<file path="src/ssla_pkg.sv">
// constants and types of the synchronous serial line adapter
`default_nettype none
package ssla_pkg;
   // clock and loopback test bit time
   localparam int CLK_NS = 8;
   localparam int TEST_BIT_NS = 64;
   localparam int TEST_BIT_CYC = (TEST_BIT_NS + CLK_NS - 1) / CLK_NS;
   localparam logic [3:0] TEST_DIV_LAST = 4'(TEST_BIT_CYC - 1);
   // line register numbers
   localparam logic [2:0] REG_DATA = 3'h1;
   localparam logic [2:0] REG_CONTROL = 3'h2;
   localparam logic [2:0] REG_FILL = 3'h4;
   localparam logic [2:0] REG_STATUS = 3'h5;
   localparam logic [2:0] REG_CONFIG = 3'h6;
   // field positions; documented bit 0 is the vector msb
   localparam int CTL_DSC_HI = 7;
   localparam int CTL_DSC_LO = 4;
   localparam int CTL_CLKSEL = 3;
   localparam int CTL_LOOP = 2;
   localparam int CTL_RXON = 1;
   localparam int CTL_TXON = 0;
   localparam int PKG_CTS = 2;
   localparam int ST_READY = 3;
   localparam int ST_TXNE = 2;
   localparam int ST_OVR = 1;
   localparam int ST_UNR = 0;
   localparam int CFG_SIZE_HI = 7;
   localparam int CFG_SIZE_LO = 6;
   // character size codes
   localparam logic [1:0] SIZE5 = 2'h0;
   localparam logic [1:0] SIZE6 = 2'h2;
   localparam logic [1:0] SIZE7 = 2'h1;
   localparam logic [1:0] SIZE8 = 2'h3;
   // reset values
   localparam logic [7:0] CTL_RESET = 8'h00;
   localparam logic [7:0] FILL_RESET = 8'h00;
   localparam logic [7:0] CFG_RESET = 8'h00;
   // fifo shape
   localparam int FIFO_DEPTH = 128;
   localparam logic [7:0] FIFO_FULL = 8'h80;

   typedef struct packed {
      logic write;
      logic channel;
      logic adapter;
      logic [2:0] regSel;
      logic [7:0] data;
   } ssla_cmd_t;

   typedef enum logic [3:0] {
      RX_OFF = 4'h1,
      RX_HUNT = 4'h2,
      RX_SECOND = 4'h4,
      RX_DATA = 4'h8
   } ssla_rx_state_t;
endpackage
`default_nettype wire

</file>
<file path="src/ssla_adapter.sv">
// synchronous serial line adapter: registers, fifos, serializer
// Behaviour
// - receive fifo 128x8, read pops oldest once
// - first received bit lands lsb, right-justified
// - one control register for both channels
// - control bits 0-3 go to package control
// - control bit 4 goes to package clock
// - loopback: test clock, cts forced, tx to rx
// - receiver-on enables receive and its requests
// - transmitter-on enables requests while space free
// - shared fill/sync pattern, lsb first
// - empty fifo sends fill, sets underrun
// - status read copies package status bits
// - tx requests need cts and transmitter-on
// - ready: tx not full, rx not empty
// - tx-not-empty drops once fifo drained with transmitter-on off
// - overrun set when received characters lost
// - size code selects 5,6,7,8 bits
// - one size register for both directions
// - processor fills tx fifo, line drains oldest
// - transmit lsb first, only configured bits
// - adapter control sets loop, rx-on, tx-on
// - rx-on rise restarts sync, two matches needed
// - overrun clears on next receive data read
`timescale 1ns/1ps
`default_nettype none
module ssla_adapter
(
   input wire logic core_clk,
   input wire logic nrst,
   input wire logic cmdValid,
   input wire ssla_pkg::ssla_cmd_t cmd,
   output logic rspValid,
   output logic [7:0] rspData,
   output logic rxRequest,
   output logic txRequest,
   output logic [3:0] packageControlReg,
   output logic packageClockSel,
   input wire logic [3:0] packageStatusReg,
   input wire logic lineClk,
   input wire logic lineRxData,
   output logic lineTxData
);
   logic [7:0] control;
   logic [7:0] fill;
   logic [7:0] charCfg;
   logic [3:0] pkgMeta;
   logic [3:0] pkgSync;
   logic [2:0] clkSync;
   logic [1:0] rxdSync;
   logic [3:0] testDiv;
   logic testTick;
   logic loopback;
   logic rcvOn;
   logic xmitOn;
   logic rcvOnPrev;
   logic xmitOnPrev;
   logic rcvRise;
   logic ctsEff;
   logic rxTick;
   logic txTick;
   logic rxBit;
   logic [3:0] charLen;
   logic [7:0] charMask;
   logic [3:0] alignShift;
   logic [7:0] rxMem [0:ssla_pkg::FIFO_DEPTH-1];
   logic [7:0] txMem [0:ssla_pkg::FIFO_DEPTH-1];
   logic [6:0] rxWr;
   logic [6:0] rxRd;
   logic [7:0] rxCount;
   logic [6:0] txWr;
   logic [6:0] txRd;
   logic [7:0] txCount;
   logic rxEmpty;
   logic rxFull;
   logic txEmpty;
   logic txFull;
   logic rxPop;
   logic rxPush;
   logic txPush;
   logic txPop;
   logic statusRead;
   ssla_pkg::ssla_rx_state_t rxState;
   logic [7:0] rxWin;
   logic [7:0] next_rxWin;
   logic [7:0] rxAligned;
   logic rxMatch;
   logic [3:0] rxCnt;
   logic [3:0] next_rxCnt;
   logic rxOverrun;
   logic [7:0] txShift;
   logic [3:0] txCnt;
   logic txRunning;
   logic txBoundary;
   logic txNotEmpty;
   logic txUnderrun;
   logic [7:0] genStatus;

   assign loopback = control[ssla_pkg::CTL_LOOP];
   assign rcvOn = control[ssla_pkg::CTL_RXON];
   assign xmitOn = control[ssla_pkg::CTL_TXON];
   assign rcvRise = rcvOn & ~rcvOnPrev;

   // processor register port
   always_ff @(posedge core_clk or negedge nrst)
   begin
      if (!nrst)
      begin
         control <= ssla_pkg::CTL_RESET;
         fill <= ssla_pkg::FILL_RESET;
         charCfg <= ssla_pkg::CFG_RESET;
      end
      else if (cmdValid && cmd.write)
      begin
         if (cmd.adapter)
            control[ssla_pkg::CTL_LOOP:ssla_pkg::CTL_TXON] <=
               cmd.data[ssla_pkg::CTL_LOOP:ssla_pkg::CTL_TXON];
         else if (cmd.regSel == ssla_pkg::REG_CONTROL)
            control <= cmd.data;
         else if (cmd.regSel == ssla_pkg::REG_FILL)
            fill <= cmd.data;
         else if (cmd.regSel == ssla_pkg::REG_CONFIG)
            charCfg <= cmd.data;
      end
   end

   // package outputs change only on a control write, not via adapter op
   always_ff @(posedge core_clk or negedge nrst)
   begin
      if (!nrst)
      begin
         packageControlReg <= 4'h0;
         packageClockSel <= 1'b0;
      end
      else if (cmdValid && cmd.write && !cmd.adapter &&
               cmd.regSel == ssla_pkg::REG_CONTROL)
      begin
         packageControlReg <=
            cmd.data[ssla_pkg::CTL_DSC_HI:ssla_pkg::CTL_DSC_LO];
         packageClockSel <= cmd.data[ssla_pkg::CTL_CLKSEL];
      end
   end

   // pin synchronisers
   always_ff @(posedge core_clk or negedge nrst)
   begin
      if (!nrst)
      begin
         pkgMeta <= 4'h0;
         pkgSync <= 4'h0;
         clkSync <= 3'h0;
         rxdSync <= 2'h3;
      end
      else
      begin
         pkgMeta <= packageStatusReg;
         pkgSync <= pkgMeta;
         clkSync <= {clkSync[1:0], lineClk};
         rxdSync <= {rxdSync[0], lineRxData};
      end
   end

   // test clock divider, one bit per tick
   always_ff @(posedge core_clk or negedge nrst)
   begin
      if (!nrst)
         testDiv <= 4'h0;
      else if (!loopback || testDiv == ssla_pkg::TEST_DIV_LAST)
         testDiv <= 4'h0;
      else
         testDiv <= testDiv + 4'h1;
   end
   assign testTick = loopback && testDiv == ssla_pkg::TEST_DIV_LAST;

   // loopback swaps clock, cts and receive data source
   assign ctsEff = loopback | pkgSync[ssla_pkg::PKG_CTS];
   assign rxTick = loopback ? testTick : (clkSync[1] & ~clkSync[2]);
   assign txTick = loopback ? testTick : (~clkSync[1] & clkSync[2]);
   assign rxBit = loopback ? lineTxData : rxdSync[1];

   // character size; parity is just another data bit here
   always_comb
   begin
      unique case (charCfg[ssla_pkg::CFG_SIZE_HI:ssla_pkg::CFG_SIZE_LO])
         ssla_pkg::SIZE5: charLen = 4'h5;
         ssla_pkg::SIZE6: charLen = 4'h6;
         ssla_pkg::SIZE7: charLen = 4'h7;
         ssla_pkg::SIZE8: charLen = 4'h8;
      endcase
   end
   assign alignShift = 4'h8 - charLen;
   assign charMask = 8'hff >> alignShift;

   // fifo flags and transfers
   assign rxEmpty = rxCount == 8'h00;
   assign rxFull = rxCount == ssla_pkg::FIFO_FULL;
   assign txEmpty = txCount == 8'h00;
   assign txFull = txCount == ssla_pkg::FIFO_FULL;
   assign rxPop = cmdValid && !cmd.write && !cmd.adapter && !cmd.channel &&
                  cmd.regSel == ssla_pkg::REG_DATA && !rxEmpty;
   assign txPush = cmdValid && cmd.write && !cmd.adapter && cmd.channel &&
                   cmd.regSel == ssla_pkg::REG_DATA && !txFull;
   assign statusRead = cmdValid && !cmd.write &&
                       (cmd.adapter || cmd.regSel == ssla_pkg::REG_STATUS);
   assign rxRequest = rcvOn & ~rxEmpty;
   assign txRequest = xmitOn & ctsEff & ~txFull;

   // receive fifo; restart of sync flushes it
   always_ff @(posedge core_clk or negedge nrst)
   begin
      if (!nrst)
      begin
         rxWr <= 7'h00;
         rxRd <= 7'h00;
         rxCount <= 8'h00;
      end
      else if (rcvRise)
      begin
         rxWr <= 7'h00;
         rxRd <= 7'h00;
         rxCount <= 8'h00;
      end
      else
      begin
         if (rxPush && !rxFull)
            rxWr <= rxWr + 7'h01;
         if (rxPop)
            rxRd <= rxRd + 7'h01;
         if (rxPush && !rxFull && !rxPop)
            rxCount <= rxCount + 8'h01;
         else if (rxPop && !(rxPush && !rxFull))
            rxCount <= rxCount - 8'h01;
      end
   end

   always_ff @(posedge core_clk)
   begin
      if (rxPush && !rxFull)
         rxMem[rxWr] <= rxAligned;
      if (txPush)
         txMem[txWr] <= cmd.data;
   end

   // transmit fifo
   always_ff @(posedge core_clk or negedge nrst)
   begin
      if (!nrst)
      begin
         txWr <= 7'h00;
         txRd <= 7'h00;
         txCount <= 8'h00;
      end
      else
      begin
         if (txPush)
            txWr <= txWr + 7'h01;
         if (txPop)
            txRd <= txRd + 7'h01;
         if (txPush && !txPop)
            txCount <= txCount + 8'h01;
         else if (txPop && !txPush)
            txCount <= txCount - 8'h01;
      end
   end

   // receiver: window shifts right, newest bit enters at the top
   assign next_rxWin = {rxBit, rxWin[7:1]};
   assign rxAligned = (next_rxWin >> alignShift) & charMask;
   assign rxMatch = rxAligned == (fill & charMask);
   assign next_rxCnt = rxCnt + 4'h1;
   assign rxPush = rxTick && rcvOn && !rcvRise &&
                   rxState == ssla_pkg::RX_DATA &&
                   next_rxCnt == charLen;

   always_ff @(posedge core_clk or negedge nrst)
   begin
      if (!nrst)
      begin
         rxState <= ssla_pkg::RX_OFF;
         rxWin <= 8'h00;
         rxCnt <= 4'h0;
         rcvOnPrev <= 1'b0;
      end
      else
      begin
         rcvOnPrev <= rcvOn;
         if (!rcvOn)
            rxState <= ssla_pkg::RX_OFF;
         else if (rcvRise)
         begin
            rxState <= ssla_pkg::RX_HUNT;
            rxCnt <= 4'h0;
            // stale bits from an earlier session must not fake a match
            rxWin <= 8'h00;
         end
         else if (rxTick)
         begin
            rxWin <= next_rxWin;
            unique case (rxState)
               ssla_pkg::RX_OFF:
                  rxState <= ssla_pkg::RX_OFF;
               ssla_pkg::RX_HUNT:
               begin
                  rxCnt <= 4'h0;
                  if (rxMatch)
                     rxState <= ssla_pkg::RX_SECOND;
               end
               ssla_pkg::RX_SECOND:
               begin
                  rxCnt <= next_rxCnt;
                  if (next_rxCnt == charLen)
                  begin
                     rxCnt <= 4'h0;
                     rxState <= rxMatch ? ssla_pkg::RX_DATA
                                        : ssla_pkg::RX_HUNT;
                  end
               end
               ssla_pkg::RX_DATA:
                  rxCnt <= (next_rxCnt == charLen) ? 4'h0 : next_rxCnt;
            endcase
         end
      end
   end

   // overrun: a loss in the same cycle as a pop still sets the flag
   always_ff @(posedge core_clk or negedge nrst)
   begin
      if (!nrst)
         rxOverrun <= 1'b0;
      else if (rxPush && rxFull)
         rxOverrun <= 1'b1;
      else if (rxPop)
         rxOverrun <= 1'b0;
   end

   // transmitter; the count-zero tick loads the next character, no gap between characters
   assign txBoundary = txTick && ctsEff && txCnt == 4'h0;
   assign txPop = txBoundary && !txEmpty && (txRunning || xmitOn);

   always_ff @(posedge core_clk or negedge nrst)
   begin
      if (!nrst)
      begin
         txShift <= 8'h00;
         txCnt <= 4'h0;
         txRunning <= 1'b0;
         lineTxData <= 1'b1;
      end
      else if (txTick && ctsEff)
      begin
         if (txCnt != 4'h0)
         begin
            lineTxData <= txShift[0];
            txShift <= txShift >> 1;
            txCnt <= txCnt - 4'h1;
         end
         else if (txPop)
         begin
            lineTxData <= txMem[txRd][0];
            txShift <= txMem[txRd] >> 1;
            txCnt <= charLen - 4'h1;
            txRunning <= 1'b1;
         end
         else if (xmitOn)
         begin
            lineTxData <= fill[0];
            txShift <= fill >> 1;
            txCnt <= charLen - 4'h1;
            txRunning <= 1'b1;
         end
         else
         begin
            lineTxData <= 1'b1;
            txRunning <= 1'b0;
         end
      end
   end

   // underrun clears on a status read; a new underrun wins
   always_ff @(posedge core_clk or negedge nrst)
   begin
      if (!nrst)
         txUnderrun <= 1'b0;
      else if (txBoundary && txEmpty && xmitOn)
         txUnderrun <= 1'b1;
      else if (statusRead)
         txUnderrun <= 1'b0;
   end

   // tx-not-empty follows transmitter-on and the drain of the fifo
   always_ff @(posedge core_clk or negedge nrst)
   begin
      if (!nrst)
      begin
         txNotEmpty <= 1'b0;
         xmitOnPrev <= 1'b0;
      end
      else
      begin
         xmitOnPrev <= xmitOn;
         if (xmitOn && !xmitOnPrev)
            txNotEmpty <= 1'b1;
         else if (txBoundary && txEmpty && !xmitOn && txRunning)
            txNotEmpty <= 1'b0;
      end
   end

   // status word; ready bit depends on which channel asks
   always_comb
   begin
      genStatus = 8'h00;
      genStatus[ssla_pkg::ST_READY] = cmd.channel ? ~txFull
                                                  : ~rxEmpty;
      genStatus[ssla_pkg::ST_TXNE] = txNotEmpty;
      genStatus[ssla_pkg::ST_OVR] = rxOverrun;
      genStatus[ssla_pkg::ST_UNR] = txUnderrun;
   end

   // answers one cycle after a read; writes give no answer
   always_ff @(posedge core_clk or negedge nrst)
   begin
      if (!nrst)
      begin
         rspValid <= 1'b0;
         rspData <= 8'h00;
      end
      else
      begin
         rspValid <= cmdValid && !cmd.write;
         if (cmdValid && !cmd.write)
         begin
            if (cmd.adapter)
               rspData <= genStatus;
            else if (cmd.regSel == ssla_pkg::REG_STATUS)
               rspData <= {pkgSync, genStatus[3:0]};
            else if (rxPop)
               rspData <= rxMem[rxRd];
            else
               rspData <= 8'h00;
         end
      end
   end
endmodule
`default_nettype wire

</file>
<file path="config.mk">
export PLATFORM = sky130hd
export DESIGN_NAME = ssla_adapter
export DESIGN_NICKNAME = d
export VERILOG_FILES = /design/src/ssla_pkg.sv /design/src/ssla_adapter.sv
export SDC_FILE = /design/constraint.sdc
export NUM_CORES = 2
export LEC_CHECK = 0
export ABC_AREA = 1
export BUFFER_PORTS_ARGS = -buffer_cell sky130_fd_sc_hd__buf_2
export CAP_MARGIN = 20
export CORE_MARGIN = 5
export CORE_UTILIZATION = 50
export DETAILED_ROUTE_END_ITERATION = 6
export PLACE_DENSITY = 0.71
export SETUP_SLACK_MARGIN = 0.02
export SYNTH_ARGS = -nofsm -noshare
export SYNTH_HDL_FRONTEND = slang
export SYNTH_SLANG_ARGS = --single-unit
</file>
<file path="constraint.sdc">
create_clock -name core_clk -period 6.7 [get_ports core_clk]
set_input_delay 0.67 -clock core_clk [delete_from_list [all_inputs] [get_ports core_clk]]
set_output_delay 0.67 -clock core_clk [all_outputs]
set_load 0.05 [all_outputs]
</file>
==> summary.md <==
| Metric | Value |
|---|---|
| Die area | 188,000 um^2 |
| Sink Count | 2,169 |
| Commonest register cell after synthesis | edfxtp_1 |
| Gr ovfl total | 0 |
| Met3 Usage GRT | 3.60% |
| CTS buffer count | 202 |
| Area contributors post-synth | edfxtp_1 (68%), nor2_1 (6.8%), o21ai_0 (5.0%) |
| Synth warn | 0 |
| Initial Util | 50.4% |
| Measured slew at the worst slew-check pin | 1.16 ns |
| Antenna viol nets, final | 0 |
| Synthesized instance count | 7,808 |
| PostCTS Resize Cnt | 0 |
| Area Overhead vs Synth | 9.29% |
| Post-Syn Area | 90,000 um^2 |
| DR WL/cell | 22.9 um |
| Diode count | 0 |
| Worst-skew pair later-pin latency | 0.85 ns |
| Dpl hpwl | 133 mm |
| Failing checks | design-rule violations |
| Slew HR | 23.0% |
| Proportion of layout cells with a drive suffix above 1 | 6.35% |
| CP startpoint kind | flip-flop |
| Pleak | 34.4 nW |
| H-tree depth | 4 |
| IO Port Bufs | 39 |
| Yosys cell types | 46 |
| RSZ-0062 raised after global routing | false |
| CP top delay family | simple AND/OR/NAND/NOR gates |
| CP max FO | 16 |
| Slowest cell delay on critical path | 0.96 ns |
| Row count | 155 |
| Worst ir drop on vdd | 0.000343 V |
| Fmax | 245 MHz |
| GR Util All Layers | 24.5% |
| Synthesized Nets | 7,858 |
| Initial antenna violation count | 3 |
| Syn Area/Cell | 11.5 um^2 |
| Final nets | 7,732 |
| Max-slew violations | 0 |
| WHS | 0.0536 ns |
| Post-synth top area cell | edfxtp_1 |
| TNS Setup | 0 ns |
| Clk_skew | 0.0234 ns |
| GPL Wtd Cong | 0.891 |
| Tot Pwr | 33.2 mW |
| PnR worst setup slack | 2.61 ns |
| Total number of vias | 60,200 |
| Fin. Hold Viols | 0 |
| Hold Path Origin | cmd[13] |
| CP required | 7.18 ns |
| Asr flop ratio synth | 5.58% |
| Post-layout min period | 4.09 ns |
| Core area | 179,000 um^2 |
| Initial DRC count | 7,959 |
| #FFs+latches synth | 2,169 |
| Crit path DAT | 4.57 ns |
| Reg2reg start | charCfg[7] |
| Finished Layout Cells | 10,200 |
| Worst Path Buf+Inv | 3 |
| Beginning of the critical path | charCfg[7] |
| Clock slew at the register clock pins of the worst setup and hold paths | 0.06 ns |
| Largest net degree at the start of global routing | 216 |
| Placement Setup Slack | 2.67 ns |
| DRC viols | 1 |
| Die W | 434 um |
| Max-cap violations | 0 |
| Clock Tree Buf Depth | 3 |
| CP max stage cell | nor2_1 |
| Period utilisation layout | 61.0% |
| Setup crit end kind | flip-flop |
| Status | finished, violations left |
| EDFF count, synth | 2,048 |
| Root buffer cell | clkbuf_16 |
| Via density | 5.90 |
| CTS tree | yes |
| HP Class | input port to flip-flop |
| DIE HEIGHT | 434 um |
| Grt peak-use layer | met2 |
| Setup violators final | 0 |
| Cell area power density | 338 nW/um^2 |
| Setup CP Type | flip-flop to flip-flop |
| Seq/Total Area, Yosys | 71.7% |
| DP Cell Count | 9,825 |
| Met1 Track Usage GR | 33.0% |
| 1st-pass router iterations | 7 |
| First-pass GRT wire length | 352 mm |
| Share of the synthesized area in the top cell type | 68.4% |
| Drt total wl | 234 mm |
| Vias in the first global route | 57,700 |
| Top Ports | 40 |
| Critical Path, Cell by Cell | inv_1 > ha_1 > inv_2 > nand2_2 > or2_2 > nand3_1 > inv_1 > nand2_2 > nor2_2 > nand3_4 > nor2_4 > nand3_2 > nor2_1 |
| Grt met2 use | 39.7% |
logic make-up (layout without fill, tap and decap cells):
| kind of cell | after synthesis | count (layout) | synth area share [%] |
|---|---|---|---|
| xor+xnor | 25 | 25 | 0.243 |
| mux | 1 | 1 | 0.0111 |
| compound gates | 1361 | 1361 | 8.24 |
| simple gates | 3451 | 3451 | 15.4 |
| flops | 2169 | 2169 | 71.7 |
| buf+inv | 774 | 820 | 3.94 |
| fa+ha+maj | 27 | 27 | 0.392 |
worst reg2reg max path, delay by kind of cell, from the launching register on:
kind / cells / cell delay [ns]
flops: 1 / 0.41
buf+inv: 3 / 0.24
fa+ha+maj: 1 / 0.28
simple gates: 9 / 2.79
synth_stat cells (2+ instances only):
library cell and count:
nor3_1 22, nor2_1 1629, o211ai_1 151, nand3_2 4
buf_1 29, buf_6 29, nand3_1 518, nand2_1 1209
clkbuf_1 183, nor2_2 5, dfrtp_1 117, o22ai_1 112
clkinv_1 10, buf_2 146, a31oi_1 10, o21bai_1 2
xnor2_1 6, dfstp_2 4, edfxtp_1 2048, buf_4 62
nor4_1 3, ha_1 25, fa_1 2, nand3b_1 4
nand2_4 2, xor2_1 19, or2_2 24, nand4_1 14
inv_1 303, o221ai_1 12, o21ai_1 53, nor2_4 5
inv_2 11, nand2_2 10, o21ai_0 907, a21oi_1 108
timing repair:
action,in CTS,in global routing
hold endpoints to repair,71,0
hold buffers,7,0
setup buffers,0,0
layer usage:
metal  up-vias  share of wire (%)
li1      27100                  -
met1     29300                 38
met2      3317                 48
met3       546                8.9
met4         4                4.6
met5         -             0.0090
stage by stage:
step,cell area [um^2],utilization (%)
after global placement,91600,51.3
after CTS,98300,55.0
after detailed placement,91600,51.3
after global routing,98300,55.0
final,98300,55.0
after floorplan,90000,-
cell type report:
cell class | count | area, um^2
Clock buffer | 241 | 5260
Tap cell | 2355 | 2950
Multi-Input combinational cell | 4865 | 22000
Timing Repair Buffer | 120 | 1030
Clock inverter | 135 | 1310
Inverter | 324 | 1250
Fill cell | 14400 | 80300
Sequential cell | 2169 | 64500
path summary, 6_finish.rpt:
kind	end	slack (ns)	cells after the start
worst max-delay path	rxMem[85][2]	2.61	13
worst min-delay path	rspValid	0.05	2
worst max register to register	rxMem[85][2]	2.61	13
worst min register to register	pkgSync[2]	0.35	0
max in group asynchronous	txRd[2]	4.90	3
min in group asynchronous	rxCount[1]	0.43	2
flip-flops by register name (all words and copies together) (netlist names), 7 cells and up:
register / cells
rxMem: 1024
txMem: 1024
fill: 8
rspData: 8
rxCount: 8
txCount: 8
rxRd: 7
rxWin: 7
rxWr: 7
txRd: 7
txShift: 7
txWr: 7
cells in the final DEF, fill, tap and decap left out, types with 13 or more instances in the layout:
cell type and count:
clkbuf_1 35, nor2_1 1627, buf_2 31, inv_1 296
clkinv_2 35, nand3_1 513, nand4_1 14, dfrtp_1 111
buf_4 67, or2_2 24, bufinv_16 21, o22ai_1 112
clkinv_1 59, a21oi_1 107, o21ai_0 907, ha_1 25
o211ai_1 151, clkbuf_16 204, buf_12 13, edfxtp_1 2048
o21ai_1 53, xor2_1 19, nand2_1 1206, nor3_1 20
where the power goes:
part	total [mW]	internal, mW	leakage [nW]	switching (mW)
clock network	11.5	6.43	3.19	5.04
registers	15.7	15.5	20.1	0.193
logic	6.04	1.45	11.1	4.59
total	33.2	23.4	34.4	9.82
No activity file was read; power rests on OpenSTA's default activity.
